## src/core/udsc_pkg.sv

```systemverilog
`default_nettype none
package udsc_pkg;
  // ************************************************************
  // register map, word addresses on the avalon slave
  // ************************************************************
  localparam int unsigned ADDR_W = 4;
  localparam logic [ADDR_W-1:0] OFF_ERR_FLAGS = 4'h0;
  localparam logic [ADDR_W-1:0] OFF_ERR_EN = 4'h1;
  localparam logic [ADDR_W-1:0] OFF_STATUS = 4'h2;
  localparam logic [ADDR_W-1:0] OFF_CTRL = 4'h3;
  localparam logic [ADDR_W-1:0] OFF_MAIN_IRQ = 4'h4;
  // ************************************************************
  // field positions
  // ************************************************************
  localparam int unsigned EE_BIT_STUFF = 7;
  localparam int unsigned EE_BUFFER = 5;
  localparam int unsigned EE_TURNAROUND = 4;
  localparam int unsigned EE_NON_BYTE = 3;
  localparam int unsigned EE_CRC16 = 2;
  localparam int unsigned EE_CRC5 = 1;
  localparam int unsigned EE_PACKET_ID = 0;
  localparam logic [7:0] ERR_EN_MASK = 8'hBF;
  localparam int unsigned ST_EP_LSB = 4;
  localparam int unsigned ST_IN = 3;
  localparam int unsigned ST_ODD = 2;
  localparam int unsigned CT_HOLD = 5;
  localparam int unsigned CT_WAKE = 2;
  localparam int unsigned CT_BANK_CLR = 1;
  localparam int unsigned CT_ENABLE = 0;
  localparam int unsigned MI_TOKEN = 3;
  localparam int unsigned MI_ERROR = 1;
  // ************************************************************
  // reset values and sizes
  // ************************************************************
  localparam logic [7:0] ERR_FLAGS_RST = 8'h00;
  localparam logic [7:0] ERR_EN_RST = 8'h00;
  localparam logic [7:0] CTRL_RST = 8'h00;
  localparam int unsigned STAT_DEPTH = 4;
  localparam int unsigned NUM_EP = 7;
  localparam int unsigned PP_FIRST_EP = 5;
endpackage : udsc_pkg
`default_nettype wire

```

## src/core/udsc_top.sv

```systemverilog
// How it works
// - enable bits 7,5,4: bit stuff, buffer, turnaround timeout errors; 1 enables.
// - enable bits 3..0: non-byte field, crc16, crc5, packet id errors.
// - each descriptor use pushes a status into a four entry queue.
// - up to three further completions queue behind the presented status, never overwrite.
// - clearing token flag advances window; next valid entry re-raises flag.
// - status bits 7..4 give endpoint number 0 to 6.
// - status bit 3 is 1 for in transfer, 0 for out.
// - status bit 2 tells odd or even descriptor bank.
// - setup token sets hold bit 5 and stops packet traffic.
// - engine resumes token processing only after software clears hold bit.
// - wake bit 2 drives resume signaling while set and enable bit 0 is set; software times it.
// - writing 1 to bit 1 clears ping-pong odd bits for endpoints 5,6.
// - ping-pong clear leaves endpoints 0 to 4 untouched.
// - control bit 0 enables the module.
// - setting enable also clears odd bits and resets engine logic.
// - enabled error flags are ored into the main error flag.
// - error flags set on detection, clear by writing one, reset zero.
`default_nettype none
module udsc_top (
  input wire logic i_ref_clk,
  input wire logic i_arst_n,
  // avalon-mm slave
  input wire logic [udsc_pkg::ADDR_W-1:0] i_avs_address,
  input wire logic i_avs_read,
  input wire logic i_avs_write,
  input wire logic [31:0] i_avs_writedata,
  input wire logic [3:0] i_avs_byteenable,
  output logic [31:0] o_avs_readdata,
  output logic o_avs_waitrequest,
  output logic [1:0] o_avs_response,
  // engine side
  input wire logic [7:0] i_err_detect,
  input wire logic i_token_done,
  input wire logic [3:0] i_token_ep,
  input wire logic i_token_in,
  input wire logic i_token_odd,
  input wire logic i_setup_rx,
  output logic o_engine_run,
  output logic o_engine_reset,
  output logic o_resume_drive,
  output logic [udsc_pkg::NUM_EP-1:0] o_pp_odd,
  output logic o_error_irq,
  output logic o_token_complete_irq,
  output logic o_status_dropped
);
  import udsc_pkg::*;

  // ************************************************************
  // bus decode
  // ************************************************************
  logic ack_q;
  logic acc;
  logic fire;
  logic wr_ok;
  logic rd_ok;
  logic hit_flags;
  logic hit_en;
  logic hit_stat;
  logic hit_ctrl;
  logic hit_main;
  logic mapped;
  logic lane0;

  // one wait state: request answered on the second edge
  assign acc = (i_avs_read || i_avs_write) && !ack_q;
  assign o_avs_waitrequest = (i_avs_read || i_avs_write) && !ack_q;
  // writes land only on the edge that sees waitrequest low
  assign fire = (i_avs_read || i_avs_write) && ack_q;
  assign lane0 = i_avs_byteenable[0];
  assign hit_flags = (i_avs_address == OFF_ERR_FLAGS);
  assign hit_en = (i_avs_address == OFF_ERR_EN);
  assign hit_stat = (i_avs_address == OFF_STATUS);
  assign hit_ctrl = (i_avs_address == OFF_CTRL);
  assign hit_main = (i_avs_address == OFF_MAIN_IRQ);
  assign mapped = hit_flags || hit_en || hit_stat || hit_ctrl || hit_main;
  assign wr_ok = fire && i_avs_write && lane0;
  assign rd_ok = acc && i_avs_read;

  always_ff @(posedge i_ref_clk or negedge i_arst_n) begin
    if (!i_arst_n) begin
      ack_q <= 1'b0;
    end else begin
      ack_q <= acc;
    end
  end

  // ************************************************************
  // registers
  // ************************************************************
  logic [7:0] err_en_q;
  logic [7:0] ctrl_q;
  logic [7:0] ctrl_d;
  logic [7:0] wdat;
  logic en_rise;
  logic bank_clr;
  logic hold_set;
  logic hold_clr;
  logic tok_clr;
  logic [7:0] flag_clr;

  assign wdat = i_avs_writedata[7:0];
  assign en_rise = wr_ok && hit_ctrl && wdat[CT_ENABLE] && !ctrl_q[CT_ENABLE];
  assign bank_clr = wr_ok && hit_ctrl && wdat[CT_BANK_CLR];
  assign hold_set = i_setup_rx && ctrl_q[CT_ENABLE];
  assign hold_clr = wr_ok && hit_ctrl && !wdat[CT_HOLD];
  assign tok_clr = wr_ok && hit_main && wdat[MI_TOKEN];
  assign flag_clr = (wr_ok && hit_flags) ? wdat : 8'h00;

  always_comb begin
    ctrl_d = ctrl_q;
    if (wr_ok && hit_ctrl) begin
      ctrl_d[CT_ENABLE] = wdat[CT_ENABLE];
      ctrl_d[CT_WAKE] = wdat[CT_WAKE];
    end
    // hold can only be set by the engine; a write of 0 releases it
    if (hold_clr) begin
      ctrl_d[CT_HOLD] = 1'b0;
    end
    if (hold_set) begin
      ctrl_d[CT_HOLD] = 1'b1;
    end
    ctrl_d[CT_BANK_CLR] = 1'b0;
  end

  always_ff @(posedge i_ref_clk or negedge i_arst_n) begin
    if (!i_arst_n) begin
      err_en_q <= ERR_EN_RST;
      ctrl_q <= CTRL_RST;
    end else begin
      if (wr_ok && hit_en) begin
        err_en_q <= wdat & ERR_EN_MASK;
      end
      ctrl_q <= ctrl_d;
    end
  end

  // ************************************************************
  // error flags
  // ************************************************************
  logic [7:0] err_flags;
  logic err_any;

  udsc_err_flags #(
    .WIDTH(8)
  ) u_err (
    .i_ref_clk(i_ref_clk),
    .i_arst_n(i_arst_n),
    .i_set(i_err_detect),
    .i_clr(flag_clr),
    .i_en(err_en_q),
    .o_flags(err_flags),
    .o_any(err_any)
  );
  assign o_error_irq = err_any;

  // ************************************************************
  // transaction status queue
  // ************************************************************
  logic [7:0] stat_in;
  logic stat_push;
  logic stat_valid;
  logic stat_full;
  logic [7:0] stat_head;
  logic tok_flag_q;
  logic drop_q;

  always_comb begin
    stat_in = 8'h00;
    stat_in[ST_EP_LSB +: 4] = i_token_ep;
    stat_in[ST_IN] = i_token_in;
    stat_in[ST_ODD] = i_token_odd;
  end
  assign stat_push = i_token_done && ctrl_q[CT_ENABLE];

  udsc_stat_fifo #(
    .WIDTH(8),
    .DEPTH(STAT_DEPTH)
  ) u_stat (
    .i_ref_clk(i_ref_clk),
    .i_arst_n(i_arst_n),
    .i_flush(en_rise),
    .i_push(stat_push),
    .i_data(stat_in),
    .i_pop(tok_clr && tok_flag_q),
    .o_valid(stat_valid),
    .o_full(stat_full),
    .o_head(stat_head)
  );

  // flag mirrors a valid head; after a pop it re-raises next cycle if more wait
  always_ff @(posedge i_ref_clk or negedge i_arst_n) begin
    if (!i_arst_n) begin
      tok_flag_q <= 1'b0;
      drop_q <= 1'b0;
    end else begin
      tok_flag_q <= tok_clr ? 1'b0 : (stat_valid || stat_push) && !en_rise;
      drop_q <= stat_push && stat_full && !(tok_clr && tok_flag_q);
    end
  end
  assign o_token_complete_irq = tok_flag_q;
  assign o_status_dropped = drop_q;

  // ************************************************************
  // ping-pong bank bits
  // ************************************************************
  logic [NUM_EP-1:0] pp_q;
  genvar e;
  for (e = 0; e < NUM_EP; e++) begin : g_pp
    if (e >= PP_FIRST_EP) begin : g_dbl
      always_ff @(posedge i_ref_clk or negedge i_arst_n) begin
        if (!i_arst_n) begin
          pp_q[e] <= 1'b0;
        end else if (bank_clr || en_rise) begin
          pp_q[e] <= 1'b0;
        end else if (stat_push && i_token_ep == 4'(e)) begin
          pp_q[e] <= ~i_token_odd;
        end
      end
    end else begin : g_single
      // single-buffered endpoints never flip banks
      assign pp_q[e] = 1'b0;
    end
  end
  assign o_pp_odd = pp_q;

  // ************************************************************
  // engine controls
  // ************************************************************
  logic eng_rst_q;
  always_ff @(posedge i_ref_clk or negedge i_arst_n) begin
    if (!i_arst_n) begin
      eng_rst_q <= 1'b0;
    end else begin
      eng_rst_q <= en_rise;
    end
  end
  assign o_engine_reset = eng_rst_q;
  assign o_engine_run = ctrl_q[CT_ENABLE] && !ctrl_q[CT_HOLD];
  assign o_resume_drive = ctrl_q[CT_WAKE] && ctrl_q[CT_ENABLE];

  // ************************************************************
  // read data
  // ************************************************************
  logic [7:0] rmux;
  logic [7:0] main_irq;
  logic [31:0] rdata_q;
  logic [1:0] resp_q;

  always_comb begin
    main_irq = 8'h00;
    main_irq[MI_TOKEN] = tok_flag_q;
    main_irq[MI_ERROR] = err_any;
  end
  assign rmux = hit_flags ? err_flags :
                hit_en ? err_en_q :
                hit_stat ? stat_head :
                hit_ctrl ? ctrl_q :
                hit_main ? main_irq : 8'h00;

  always_ff @(posedge i_ref_clk or negedge i_arst_n) begin
    if (!i_arst_n) begin
      rdata_q <= 32'h0000_0000;
      resp_q <= 2'h0;
    end else if (acc) begin
      rdata_q <= rd_ok ? {24'h00_0000, rmux} : 32'h0000_0000;
      resp_q <= mapped ? 2'h0 : 2'h3;
    end
  end
  assign o_avs_readdata = rdata_q;
  assign o_avs_response = resp_q;
endmodule : udsc_top
`default_nettype wire

```

## src/core/udsc_err_flags.sv

```systemverilog
`default_nettype none
module udsc_err_flags #(
  parameter int unsigned WIDTH = 8
) (
  input wire logic i_ref_clk,
  input wire logic i_arst_n,
  input wire logic [WIDTH-1:0] i_set,
  input wire logic [WIDTH-1:0] i_clr,
  input wire logic [WIDTH-1:0] i_en,
  output logic [WIDTH-1:0] o_flags,
  output logic o_any
);
  import udsc_pkg::*;
  logic [WIDTH-1:0] flags_q;
  logic [WIDTH-1:0] flags_d;
  // set beats a same-cycle write-one clear
  assign flags_d = (flags_q & ~i_clr) | i_set;
  always_ff @(posedge i_ref_clk or negedge i_arst_n) begin
    if (!i_arst_n) begin
      flags_q <= WIDTH'(ERR_FLAGS_RST);
    end else begin
      flags_q <= flags_d;
    end
  end
  assign o_flags = flags_q;
  assign o_any = |(flags_q & i_en);
endmodule : udsc_err_flags
`default_nettype wire

```

## src/core/udsc_stat_fifo.sv

```systemverilog
`default_nettype none
module udsc_stat_fifo #(
  parameter int unsigned WIDTH = 8,
  parameter int unsigned DEPTH = 4
) (
  input wire logic i_ref_clk,
  input wire logic i_arst_n,
  input wire logic i_flush,
  input wire logic i_push,
  input wire logic [WIDTH-1:0] i_data,
  input wire logic i_pop,
  output logic o_valid,
  output logic o_full,
  output logic [WIDTH-1:0] o_head
);
  import udsc_pkg::*;
  localparam int unsigned PW = $clog2(DEPTH);
  logic [WIDTH-1:0] mem_q [DEPTH];
  logic [PW-1:0] rd_q;
  logic [PW-1:0] wr_q;
  logic [PW:0] cnt_q;
  logic do_pop;
  logic do_push;
  assign o_valid = (cnt_q != '0);
  assign o_full = (cnt_q == (PW+1)'(DEPTH));
  assign do_pop = i_pop && o_valid;
  // a full queue drops the newest status
  assign do_push = i_push && (!o_full || do_pop);
  assign o_head = mem_q[rd_q];
  always_ff @(posedge i_ref_clk or negedge i_arst_n) begin
    if (!i_arst_n) begin
      rd_q <= '0;
      wr_q <= '0;
      cnt_q <= '0;
    end else if (i_flush) begin
      rd_q <= '0;
      wr_q <= '0;
      cnt_q <= '0;
    end else begin
      rd_q <= do_pop ? PW'(rd_q + 1'b1) : rd_q;
      wr_q <= do_push ? PW'(wr_q + 1'b1) : wr_q;
      cnt_q <= cnt_q + (PW+1)'(do_push) - (PW+1)'(do_pop);
    end
  end
  genvar g;
  for (g = 0; g < DEPTH; g++) begin : g_slot
    always_ff @(posedge i_ref_clk or negedge i_arst_n) begin
      if (!i_arst_n) begin
        mem_q[g] <= '0;
      end else if (do_push && (wr_q == PW'(g))) begin
        mem_q[g] <= i_data;
      end
    end
  end
endmodule : udsc_stat_fifo
`default_nettype wire

```

## config.mk

```make
export PLATFORM = sky130hd
export DESIGN_NAME = udsc_top
export DESIGN_NICKNAME = d
export VERILOG_FILES = /design/src/core/udsc_pkg.sv /design/src/core/udsc_top.sv /design/src/core/udsc_err_flags.sv /design/src/core/udsc_stat_fifo.sv
export SDC_FILE = /design/constraint.sdc
export NUM_CORES = 1
export LEC_CHECK = 0
export ABC_AREA = 1
export BUFFER_PORTS_ARGS = -buffer_cell sky130_fd_sc_hd__buf_2
export CORE_MARGIN = 2
export CORE_UTILIZATION = 50
export CTS_BUF_LIST = sky130_fd_sc_hd__clkbuf_4 sky130_fd_sc_hd__clkbuf_8
export DETAILED_ROUTE_END_ITERATION = 6
export GPL_TIMING_DRIVEN = 1
export PLACE_DENSITY = 0.76
export SETUP_SLACK_MARGIN = 0.02
export SLEW_MARGIN = 30
export SYNTH_ARGS = -nofsm -noshare
export SYNTH_HDL_FRONTEND = slang
export SYNTH_HIERARCHICAL = 1
export SYNTH_SLANG_ARGS = --single-unit
export TNS_END_PERCENT = 100
```

## constraint.sdc

```tcl
create_clock -name i_ref_clk -period 4.2 [get_ports i_ref_clk]
set_input_delay 0.42 -clock i_ref_clk [delete_from_list [all_inputs] [get_ports i_ref_clk]]
set_output_delay 0.42 -clock i_ref_clk [all_outputs]
set_load 0.01 [all_outputs]
```

### After elaboration in Yosys (flattened, before gate mapping)

Index checks and enable logic that the tools add are counted.
W data, S select, Z words.

* reduce and logical (&&, ||, !) cells: 54
* mux-type cells: 23
* order comparisons: 1
* bitwise operators: 6
* equal/unequal tests: 10
* $add $sub $neg: 4

Operators with widths (count)
* $mux W8: 7
* $logic_and A1 B1 Y1: 30
* $and A8 B8 Y8: 2
* $bmux W8 S2: 1
* $eq A4 B3 Y1 const B: 3
* $mux W2: 5
* $reduce_bool A2 Y1: 5
* $eq A4 B2 Y1 const B: 2
* $logic_or A1 B1 Y1: 8
* $not A8 Y8: 1
* $or A8 B8 Y8: 1
* $reduce_or A8 Y1: 1
* $logic_not A1 Y1: 7
* $mux W1: 7
* $mux W6: 1
* $add A2 B1 Y2 const B: 2
* $eq A2 B2 Y1 const B: 2
* $eq A4 B1 Y1 const B: 1
* $logic_not A4 Y1: 1
* $mux W4: 1
* $add A3 B1 Y3: 1
* $eq A3 B3 Y1 const B: 1
* $ge A3 B3 Y1 const B: 1
* $mux W3: 1
* 6 further kinds: 6

* output and inout bits: 48
* register bits: 89
* input bits: 60

### Longest topological paths before layout

Gate-level depths: netlist of run 1.

* word-level depth: 13
* depth in mapped cells: 17
* mapped depth without buffers: 15

### Hierarchy

Netlist of run 1, hierarchy kept.

By module, submodules not included
* udsc_stat_fifo: area each 2034.5 sq um, cells an instance 242, sequential area each 975.9 sq um, times used 1
* udsc_top: area each 1730.4 sq um, cells an instance 231, sequential area each 625.6 sq um, times used 1
* udsc_err_flags: area each 346.6 sq um, cells an instance 39, sequential area each 200.2 sq um, times used 1

### Worst setup path after synthesis of run 1

OpenSTA, ideal clock, no wires.

* path type: in2reg
* start: input i_avs_address[1] (netlist bit)
* end: register u_stat.cnt_q[2]
* required time: 4.083 ns
* slack: 1.847 ns
* cell stages on the path: 16
* arrival: 2.237 ns
* cell sequence: buf_4 -> nor2_8 -> nand2_1 -> nor2_2 -> nand3_1 -> inv_1 -> inv_1 -> nand3_2 -> buf_6 -> nand3_1 -> o21ai_0 -> ha_1 -> inv_1 -> fa_1 -> nor2_1 -> nor2_1

* cells in the longest elaborated chain, start to end: 10
* elaborated cells on any way between the ends: 14
* classes of those cells: 2 x add/sub; 2 x eq/ne; 1 x mux; 9 x reduce/logical

Ends and longest elaborated chain
* start, declared: line udsc_top.sv:24 `input wire logic [udsc_pkg::ADDR_W-1:0] i_avs_address,`
* $eq A4 B3 Y1: line udsc_top.sv:75 `assign hit_main = (i_avs_address == OFF_MAIN_IRQ);`
* $logic_and A1 B1 Y1 (2 in series): line udsc_top.sv:107 `assign tok_clr = wr_ok && hit_main && wdat[MI_TOKEN];`
* $logic_and A1 B1 Y1: line udsc_top.sv:185 `.i_pop(tok_clr && tok_flag_q),`
* $logic_and A1 B1 Y1: line udsc_stat_fifo.sv:26 `assign do_pop = i_pop && o_valid;`
* $logic_or A1 B1 Y1: line udsc_stat_fifo.sv:28 `assign do_push = i_push && (!o_full || do_pop);`
* $logic_and A1 B1 Y1: line udsc_stat_fifo.sv:28
* $add A3 B1 Y3: line udsc_stat_fifo.sv:42 `cnt_q <= cnt_q + (PW+1)'(do_push) - (PW+1)'(do_pop);`
* $sub A3 B1 Y3: line udsc_stat_fifo.sv:42
* $mux W3 *: line udsc_stat_fifo.sv:35 `end else if (i_flush) begin`
* end signal, assigned: line udsc_stat_fifo.sv:42
* end, declared: line udsc_stat_fifo.sv:21 `logic [PW:0] cnt_q;`

Every way passes the cells marked *; elsewhere a longest branch is shown, timed or not.
A chain may end at the register's enable or synchronous reset.

### Final worst setup path of run 1

* start: register ack_q
* end: register u_stat.cnt_q[2]

* cells in the longest elaborated chain, start to end: 12
* elaborated cells on any way between the ends: 15
* classes of those cells: 2 x add/sub; 1 x mux; 12 x reduce/logical

Ends and longest elaborated chain
* start, declared: line udsc_top.sv:52 `logic ack_q;`
* start signal, assigned: line udsc_top.sv:82 `ack_q <= 1'b0;`
* start signal, assigned: line udsc_top.sv:84 `ack_q <= acc;`
* $logic_and A1 B1 Y1 *: line udsc_top.sv:69 `assign fire = (i_avs_read || i_avs_write) && ack_q;`
* $logic_and A1 B1 Y1 * (2 in series): line udsc_top.sv:77 `assign wr_ok = fire && i_avs_write && lane0;`
* $logic_and A1 B1 Y1 (2 in series): line udsc_top.sv:107
* $logic_and A1 B1 Y1: line udsc_top.sv:185
* $logic_and A1 B1 Y1: line udsc_stat_fifo.sv:26
* $logic_or A1 B1 Y1: line udsc_stat_fifo.sv:28
* $logic_and A1 B1 Y1: line udsc_stat_fifo.sv:28
* $add A3 B1 Y3: line udsc_stat_fifo.sv:42
* $sub A3 B1 Y3: line udsc_stat_fifo.sv:42
* $mux W3 *: line udsc_stat_fifo.sv:35

Marked as above.

==> results of run 1 <==
-- power by group through the flow --
stage	Clock, mW	Combinational (mW)	Sequential [mW]
floorplan	0	0.502	0.948
global placement	0	0.559	0.977
detailed placement	0	0.579	0.982
CTS	0.687	0.581	0.971
global route	0.714	0.663	0.991
finish	0.678	0.582	0.974
-- worst max-delay path, cell delays in order (launching register included) --
cell and delay, ns:
sky130_fd_sc_hd__dfrtp_1 0.38, sky130_fd_sc_hd__nand3_1 0.12, sky130_fd_sc_hd__nor2_1 0.16, sky130_fd_sc_hd__nand3_1 0.12, sky130_fd_sc_hd__inv_1 0.12, sky130_fd_sc_hd__inv_1 0.06, sky130_fd_sc_hd__nand3_2 0.06, sky130_fd_sc_hd__buf_4 0.36
sky130_fd_sc_hd__nand3_1 0.12, sky130_fd_sc_hd__o21ai_0 0.10, sky130_fd_sc_hd__ha_1 0.17, sky130_fd_sc_hd__inv_1 0.04, sky130_fd_sc_hd__fa_1 0.38, sky130_fd_sc_hd__nor2_1 0.12, sky130_fd_sc_hd__nor2_1 0.05
-- through the flow --
stage | total power, mW | cells | util | hold WS (ns) | instance area, µm²
2_1_floorplan | 1.45 | 549 | - | 0.124 | 4250
3_3_place_gp | 1.54 | 657 | 0.526 | 0.450 | 4260
3_5_place_dp | 1.56 | 657 | 0.527 | 0.453 | 4260
4_1_cts | 2.24 | 673 | 0.557 | 0.0976 | 4510
5_1_grt | 2.37 | 673 | 0.557 | 0.131 | 4510
6_report | 2.23 | 673 | 0.557 | 0.0761 | 4510
-- state kept, by name, indices dropped and copies added, names as in the netlist --
signal,count
ack_q,1
ctrl_q,3
err_en_q,7
o_avs_readdata,8
o_avs_response,1
o_engine_reset,1
o_pp_odd,2
o_status_dropped,1
o_token_complete_irq,1
u_err/o_flags,8
u_stat/cnt_q,3
u_stat/mem_q,32
u_stat/rd_q,2
u_stat/wr_q,2
-- cells by family (layout without fill, tap and decap cells) --
family	count (synthesis)	count (layout)	share of synthesized area
AOI/OAI and AO/OA	54	54	0.0822
buffers and inverters	103	122	0.145
xor gates and xnor gates	1	1	0.00213
and+or+nand+nor	275	275	0.312
other	1	38	0.000912
DFF	72	72	0.438
adders and majority gates	6	6	0.0201
-- layer usage --
| metal | up-vias | share of wire | wire length [µm] |
|---|---|---|---|
| li1 | 1707 | - | - |
| met1 | 1671 | 0.43 | 4000 |
| met2 | 135 | 0.49 | 4500 |
| met3 | 14 | 0.066 | 610 |
| met4 | 0 | 0.015 | 136 |
| met5 | - | 0 | 0 |
-- worst max path at each step --
stage,depth (start not counted),from,end,slack (ns)
final,14,ack_q$_DFF_PN0_,u_stat/cnt_q[2]$_DFF_PN0_,1.72
after global routing,15,ack_q$_DFF_PN0_,u_stat/cnt_q[2]$_DFF_PN0_,1.46
after CTS,14,ack_q$_DFF_PN0_,u_stat/cnt_q[2]$_DFF_PN0_,1.71
after detailed placement,16,i_avs_address[0],u_stat/cnt_q[2]$_DFF_PN0_,1.40
after global placement,16,i_avs_address[0],u_stat/cnt_q[2]$_DFF_PN0_,1.44
after floorplan,16,i_avs_address[1],u_stat/cnt_q[2]$_DFF_PN0_,1.85
-- layout make-up --
class / count / area share
inverters: 52 / 0.0433
well taps: 105 / 0.0291
clock buffers: 11 / 0.0322
flip-flops and latches: 72 / 0.399
repair buffers: 54 / 0.0621
multi-input cells: 374 / 0.411
clock inverters: 5 / 0.0230
-- synthesized netlist by cell type, types with 3 or more instances --
| cell | number |
|---|---|
| sky130_fd_sc_hd__nand3_1 | 24 |
| sky130_fd_sc_hd__ha_1 | 5 |
| sky130_fd_sc_hd__clkbuf_1 | 4 |
| sky130_fd_sc_hd__dfrtp_1 | 72 |
| sky130_fd_sc_hd__buf_6 | 6 |
| sky130_fd_sc_hd__inv_1 | 46 |
| sky130_fd_sc_hd__o21ai_2 | 7 |
| sky130_fd_sc_hd__o21ai_1 | 9 |
| sky130_fd_sc_hd__inv_2 | 4 |
| sky130_fd_sc_hd__nand2_1 | 143 |
| sky130_fd_sc_hd__buf_2 | 5 |
| sky130_fd_sc_hd__o22ai_1 | 8 |
| sky130_fd_sc_hd__nor2_1 | 46 |
| sky130_fd_sc_hd__o211ai_1 | 3 |
| sky130_fd_sc_hd__o21bai_1 | 8 |
| sky130_fd_sc_hd__buf_8 | 3 |
| sky130_fd_sc_hd__buf_4 | 33 |
| sky130_fd_sc_hd__nand4_1 | 49 |
| sky130_fd_sc_hd__o21ai_0 | 18 |
==> summary by stage, run 1 <==
Finish
After filler insertion, the fill cell instance count of the layout stands at 756. At the end of the flow, the number of nets in the layout was 629. Leaving out fill and tap cells, the most frequent cell in the layout is sky130_fd_sc_hd__nand2_1. Leaving out fill and tap cells, the most frequent cells in the layout are sky130_fd_sc_hd__nand2_1 (143), sky130_fd_sc_hd__dfrtp_1 (72), sky130_fd_sc_hd__buf_2 (50). The area of combinational cells with multiple inputs is 1850 µm². The synthesis-to-finish area growth is 9.71%. The number of antenna diodes is 0. Registers take 1800 µm². The share of final-layout standard cells stronger than drive strength 1 is 0.165.

Global routing
The met1 usage is 0.284. Entering global routing, the biggest net connects 49 pins. The remaining global-route overflow is 0.

The met3 track demand over resource in global routing is 0.0487. The wire length of the first global-routing pass is 15000 µm. The number of global-route vias before repair is 3177. The layer flagged by global routing as most heavily used is met2. The routing usage on met2 is 0.352. The total routing resource utilization after global routing is 0.216. The initial antenna violation count is 0.

Clock network
Counting the buffers created by CTS gives 9. The insertion delay to the later sink of the worst-skew pair is 0.35 ns. The TritonCTS clock tree is done. Clock tree synthesis found a total of 72 sinks. Buffers added to address setup during post-CTS repair amount to 0.

The quantity of gates resized following cts is 0. Counting along the longest clock path gives a buffer depth of 2. The clock-pin transition on the worst setup and hold timing paths is 0.07 ns.

The clock tree synthesis step divided the H-tree into 3 levels. The cell at the root of the clock tree is sky130_fd_sc_hd__clkbuf_8. For this design, the CTS-stage hold fixing added 0 buffers.

Synthesis
Of all cell types, the one taking the most synthesized area is sky130_fd_sc_hd__dfrtp_1. The number of distinct library cell variants in the gate-level netlist after synthesis is 34. A synthesized cell averages 8.03 µm². The number of enable-type register cells in the synthesized netlist is 0. The number of cells produced by synthesis is 512. By area the synthesized netlist is led by sky130_fd_sc_hd__dfrtp_1 (44%), sky130_fd_sc_hd__nand2_1 (13%), sky130_fd_sc_hd__nand4_1 (7.5%). After synthesis, the share of flip-flops with an asynchronous set or reset is 1.00. The cell area after synthesis is 4110 µm². The Yosys step of the flow raised 6 warnings. Synthesis inferred 72 register bits. For this run, the register share of the synthesized area comes to 0.438. The most instantiated flip-flop cell in the synthesis netlist is sky130_fd_sc_hd__dfrtp_1. Of the post-synthesis cell area, the dominant cell type holds 0.438.

Timing
At the pin with the least slew margin, the transition time is 0.612 ns. The total setup violations reported at the end of the flow is 0. After layout, the minimum clock period comes to 2.48 ns. The sum of negative setup slack is 0 ns. Headroom to the max-slew limit came out at 0.592. The number of hold violations in the final report came to 0. The setup slack after layout is 1.72 ns.

The count of final max-slew check failures came to 0. Setup repair after global routing left no endpoint under its margin. The maximum achievable frequency is 404 MHz. The worst clock skew on the final layout is 0.00918 ns. The share of the clock period used by the worst path after layout is 0.590.

Power
The net switching power is 0.772 mW. Of the total power, registers draw 0.436. The peak ir drop on the vdd network is 0.334 mV. The logic gate share of total power is 0.261. The leakage component of the power is 2.58 nW. The proportion of total power due to net switching is 0.346. Cell internal power was estimated by the tool at 1.46 mW. The clock network power share is 0.303. The total power per unit cell area is 495 nW/µm².

Route
For this block, the routed nets add up to 9250 µm of wire. After detailed routing, the number of remaining DRC violations is 0. The total vias in the final route is 3527. The via count normalized by instance count is 5.24. In this run the remaining antenna-violating nets after routing total 0. The first routing iteration left 225 violations. The first-pass iteration count of the detailed router is 5. After detailed routing, the average wire length per cell comes to 13.7 µm.

Die
In this run the vertical extent of the chip is 94.7 µm. Measured along the x axis, the die boundary spans 94.7 µm. 108 I/O pins were placed. The area enclosed by the die boundary is 8960 µm². The starting density of the core is 0.508. The core box area is 8090 µm². The row count is 33.

Run
The total of max-cap violations is 0.

Setup path
In this run the critical register-to-register path is captured at u_stat/cnt_q[2]$_DFF_PN0_. STA puts the critical path data arrival time at 2.72 ns. The maximum net fanout on the critical path is 40.

The data required time of the critical path is 4.44 ns. The worst register-to-register path begins at ack_q$_DFF_PN0_. The startpoint class of the critical path is a register. The worst register-to-register path has a depth of 14. The sort of element at the end of the critical path is a register. The critical path is of the reg -> reg type. The setup check on the worst reg-to-reg path leaves a slack of 1.72 ns.

Placement
The number of input and output port buffers inserted is 51. The routability congestion estimate is 0.885. The detailed placement HPWL is 6590 µm. OpenSTA, run right after detailed placement, puts the worst setup slack at 1.40 ns.

Worst hold path
The min-delay analysis places its worst path in the category in -> async.

Status
The flow ran to the end, and the final reports show no timing, DRC or antenna violations.
(Power assumes the default switching activity.)
==> inputs of run 2 (changes only) <==
--- a/config.mk
+++ b/config.mk
@@ -5,14 +5,14 @@
 export SDC_FILE = /design/constraint.sdc
 export NUM_CORES = 1
 export LEC_CHECK = 0
-export ABC_AREA = 1
+export ABC_AREA = 0
 export BUFFER_PORTS_ARGS = -buffer_cell sky130_fd_sc_hd__buf_2
 export CORE_MARGIN = 2
-export CORE_UTILIZATION = 50
+export CORE_UTILIZATION = 49
 export CTS_BUF_LIST = sky130_fd_sc_hd__clkbuf_4 sky130_fd_sc_hd__clkbuf_8
 export DETAILED_ROUTE_END_ITERATION = 6
 export GPL_TIMING_DRIVEN = 1
-export PLACE_DENSITY = 0.76
+export PLACE_DENSITY = 0.79
 export SETUP_SLACK_MARGIN = 0.02
 export SLEW_MARGIN = 30
 export SYNTH_ARGS = -nofsm -noshare
==> constraint.sdc (replaced) <==
create_clock -name i_ref_clk -period 2.1 [get_ports i_ref_clk]
set_input_delay 0.21 -clock i_ref_clk [delete_from_list [all_inputs] [get_ports i_ref_clk]]
set_output_delay 0.21 -clock i_ref_clk [all_outputs]
set_load 0.01 [all_outputs]
==> summary by stage, run 2 <==
Setup path
The cell depth of the worst flop-to-flop path is 10 (-4). The data required time of the critical path is 2.33 ns (-2.11 ns). The maximum net fanout on the critical path is 4 (-90%). The type of the worst setup path is reg -> reg. The sort of element at the end of the critical path is a register. The worst reg-to-reg setup slack is 0.1 ns (-1.63 ns). The capture point of the worst path is u_stat/cnt_q[2]$_DFF_PN0_. The arrival time of data at the critical path endpoint is 2.23 ns (-0.49 ns). STA classifies the critical path startpoint as a register. The startpoint of the worst register-to-register path is ack_q$_DFF_PN0_.

The capture instance of the worst register-to-register path is u_stat/cnt_q[2]$_DFF_PN0_. The first element of the critical path is ack_q$_DFF_PN0_.

Placement
The detailed placement HPWL came to 6070 µm (-8.0%). The instance count after placement with tap cells included came to 491 (-25%). The number of input and output port buffers inserted is 51 (unchanged). The routability congestion estimate was 0.873 (-1.4%).

Die
The die span in x was 91.4 µm (-3.5%). The total I/O pin count came to 108 (unchanged). The die height is 91.4 µm (-3.5%). The area enclosed by the die boundary came to 8350 µm² (-6.8%). The starting density of the core is 0.511 (+0.00263). The core box area is 7330 µm² (-9.4%). The row count came to 31 (-6.1%).

Clock network
The clock net sink count is 72 (unchanged). The cell at the root of the clock tree is sky130_fd_sc_hd__clkbuf_8. The number of buffers created by CTS is 9 (unchanged). TritonCTS built the clock tree. The maximum count of clock buffers along a single path is 2 (unchanged). The H-tree depth came to 3 (unchanged).

The quantity of gates resized following cts is 0 (unchanged). The insertion delay to the later sink of the worst-skew pair came to 0.34 ns (about the same). The clock-pin transition on the worst setup and hold timing paths was 0.08 ns (about the same).

Global routing
The remaining global-route overflow is 0 (unchanged). The total routing resource utilization after global routing was 0.206 (-0.00922). The number of global-route vias before repair is 2832 (-11%).

The wire length of the first global-routing pass is 13400 µm (-11%). The initial antenna violation count is 0 (unchanged). The pin count of the biggest net entering global routing is 51 (+4.1%).

Finish
Leaving out fill and tap cells, the most frequent cell in the layout is sky130_fd_sc_hd__dfrtp_1. The count of placed standard cells in the final layout, fillers left out was 511 (-24%). The net count of the finished layout is 473 (-25%). The flip-flop count of the largest register after layout came to 32 (unchanged). The share of final-layout standard cells stronger than drive strength 1 is 0.383 (+0.218). The number of antenna diodes is 0 (unchanged). Leaving out fill and tap cells, the most frequent cells in the layout are sky130_fd_sc_hd__dfrtp_1 (72), sky130_fd_sc_hd__buf_2 (51), sky130_fd_sc_hd__conb_1 (38). The register bank with the most flops is u_stat/mem_q. Compared with the post-synthesis result, the final layout area differs by 20.8%.

Synthesis
The number of distinct library cell variants in the gate-level netlist after synthesis was 52 (+53%). The total of warnings raised by yosys is 6 (unchanged). The cell area after synthesis is 3740 µm² (-8.9%).

The biggest area contributor in the post-synthesis netlist is sky130_fd_sc_hd__dfrtp_1. By count the netlist is led by sky130_fd_sc_hd__dfrtp_1 (72), sky130_fd_sc_hd__mux2_2 (36), sky130_fd_sc_hd__buf_4 (30). The number of cells produced by synthesis is 315 (-38%). The number of enable-type register cells in the synthesized netlist is 0 (unchanged). The most instantiated flip-flop cell in the synthesis netlist is sky130_fd_sc_hd__dfrtp_1. The sequential fraction of the synthesis area is 0.481 (+0.0431).

The area share of the leading cell type in the synthesized netlist is 0.481 (+0.0431). In the post-synthesis netlist, the cell with the most instances is sky130_fd_sc_hd__dfrtp_1. The synthesis-stage register bit count is 72 (unchanged). The async set-reset flop share out of synthesis is 1.00 (unchanged). By area the synthesized netlist is led by sky130_fd_sc_hd__dfrtp_1 (48%), sky130_fd_sc_hd__mux2_2 (11%), sky130_fd_sc_hd__buf_4 (6.0%). The average cell area after synthesis is 11.9 µm² (+48%).

Power
The clock network power share is 0.293 (-0.010). The logic gate share of total power came to 0.252 (-0.009). The net switching power is 1.21 mW (+56%). The internal cell power is 3.08 mW (+110%). The leakage component of the power came to 2.17 nW (-16%).

The peak ir drop on the vdd network was 0.519 mV (+55%). The proportion of total power due to net switching was 0.282 (-0.0640). The total power per unit cell area is 947 nW/µm² (+91%). The sequential fraction of design power was 0.455 (+0.019).

Status
The flow ran to the end, and the final reports show no timing, DRC or antenna violations.

Route
The via count normalized by instance count was 5.12 (-2.3%). The number of violations reported at the end of detailed-routing iteration 0 is 101 (-55%). The met1 routed wirelength after detailed routing is 3410 µm (-15%). The routed wire length on met2 is 4040 µm (-10%). The first-pass iteration count of the detailed router is 4 (-1). The count of nets left with antenna violations after detail routing is 0 (unchanged). The total length of routed met3 wires was 366 µm (-40%). The count of unresolved DRC violations after routing is 0 (unchanged). After detailed routing, no signal wire sits above met4. The average routed wire per standard cell came to 15.7 µm (+14%).

The total vias in the final route is 2616 (-26%). The final routed wirelength across all metal layers came to 8000 µm (-14%).

Worst hold path
The tightest min-delay check is of the in -> reg type. The worst hold path was traced through 2 stages.

Timing
The sum of negative setup slack is 0 ns (unchanged). Setup repair after global routing could not meet its margin everywhere. The maximum achievable frequency is 499 MHz (+24%).

The post-route minimum period is 2.00 ns (-0.474 ns). The number of hold violations in the final report is 0 (unchanged). The count of final max-slew check failures is 0 (unchanged). The normalized max-slew margin is 0.592 (about the same). The total setup violations reported at the end of the flow is 0 (unchanged).

The slew at the pin closest to its max-slew limit is 0.609 ns (-0.00287 ns). The share of the clock period used by the worst path after layout is 0.954 (+0.364). The worst clock skew on the final layout is 0.0118 ns (+0.00261 ns).

Run
The total of max-cap violations is 0 (unchanged).
## run 2: cell types whose count changed after synthesis, sizes merged, moves of 8 or more
cell    before  now
nand2      146   15
nand4       51    1
mux2         0   43
inv         50   14
nor2        51   15
nand3       26    1
o21ai       34   10
buf         47   33
and2         0   12
a21o         0    9
a22oi        0    8
mux4         0    8
nand2b       0    8
o22ai        8    0
## run 2: layout make-up
type,instances,area (µm²)
repair buffers,84,518
clock inverters,4,76.3
clock buffers,12,159
multi-input cells,226,1790
inverters,14,52.6
flip-flops and latches,72,1800
fillers,593,2810
well taps,99,124
## run 2: per-layer routing
| layer | up-vias | GRT usage |
|---|---|---|
| met5 | - | 0 |
| met2 | 94 | 0.357 |
| li1 | 1234 | - |
| met1 | 1269 | 0.252 |
| met3 | 19 | 0.0332 |
| met4 | 0 | 0.0947 |
## run 2: power groups by stage
stage	clock network (mW)	logic, mW	registers (mW)
floorplan	0	0.745	1.93
global placement	0	1.01	1.94
detailed placement	0	1.06	1.97
CTS	1.28	1.07	1.95
global route	1.34	1.19	1.99
finish	1.25	1.08	1.95
## run 2: worst min-delay path by stage
stage          slack, ns             from                         end
2_1_floorplan      -0.09         i_arst_n             ack_q$_DFF_PN0_
3_3_place_gp        0.23         i_arst_n  u_err/o_flags[4]$_DFF_PN0_
3_5_place_dp        0.23         i_arst_n  u_err/o_flags[4]$_DFF_PN0_
4_1_cts             0.03  i_err_detect[6]  u_err/o_flags[6]$_DFF_PN0_
5_1_grt             0.04  i_err_detect[7]  u_err/o_flags[7]$_DFF_PN0_
6_report            0.04  i_err_detect[6]  u_err/o_flags[6]$_DFF_PN0_
## run 2: critical path: stages, from the launching register on
cell	delay, ns
sky130_fd_sc_hd__dfrtp_1	0.35
sky130_fd_sc_hd__and3_1	0.16
sky130_fd_sc_hd__and4_4	0.24
sky130_fd_sc_hd__o31ai_1	0.10
sky130_fd_sc_hd__nor2_1	0.16
sky130_fd_sc_hd__a21o_1	0.10
sky130_fd_sc_hd__ha_2	0.17
sky130_fd_sc_hd__inv_2	0.04
sky130_fd_sc_hd__fa_1	0.39
sky130_fd_sc_hd__xnor2_1	0.14
sky130_fd_sc_hd__nor2_1	0.05
## run 2: cells by family after synthesis
logic type	after synthesis	share of synthesized area
DFF	72	0.481
other	1	0.00100
and+or+nand+nor	76	0.123
muxes	55	0.188
xor gates and xnor gates	4	0.00936
AOI/OAI and AO/OA	47	0.0906
buffers and inverters	54	0.0849
adders and majority gates	6	0.0221
## run 2: what timing repair did
action / in CTS / in global routing
setup endpoints to repair: 0 / 2
endpoints found under the hold margin: 22 / 0
hold buffers: 1 / 0
buffers inserted: 0 / 3
## run 2: through the flow
| stage | hold slack [ns] | cell area (µm²) | total power [mW] | utilization | setup WS [ns] |
|---|---|---|---|---|---|
| 6_report | 0.0406 | 4520 | 4.28 | 0.617 | 0.0962 |
| 5_1_grt | 0.0384 | 4520 | 4.52 | 0.617 | -0.0307 |
| 4_1_cts | 0.0292 | 4490 | 4.30 | 0.613 | 0.0284 |
| 3_5_place_dp | 0.229 | 4250 | 3.03 | 0.580 | -0.126 |
| 3_3_place_gp | 0.233 | 4250 | 2.95 | 0.580 | -0.106 |
| 2_1_floorplan | -0.0856 | 3920 | 2.68 | - | -0.0928 |
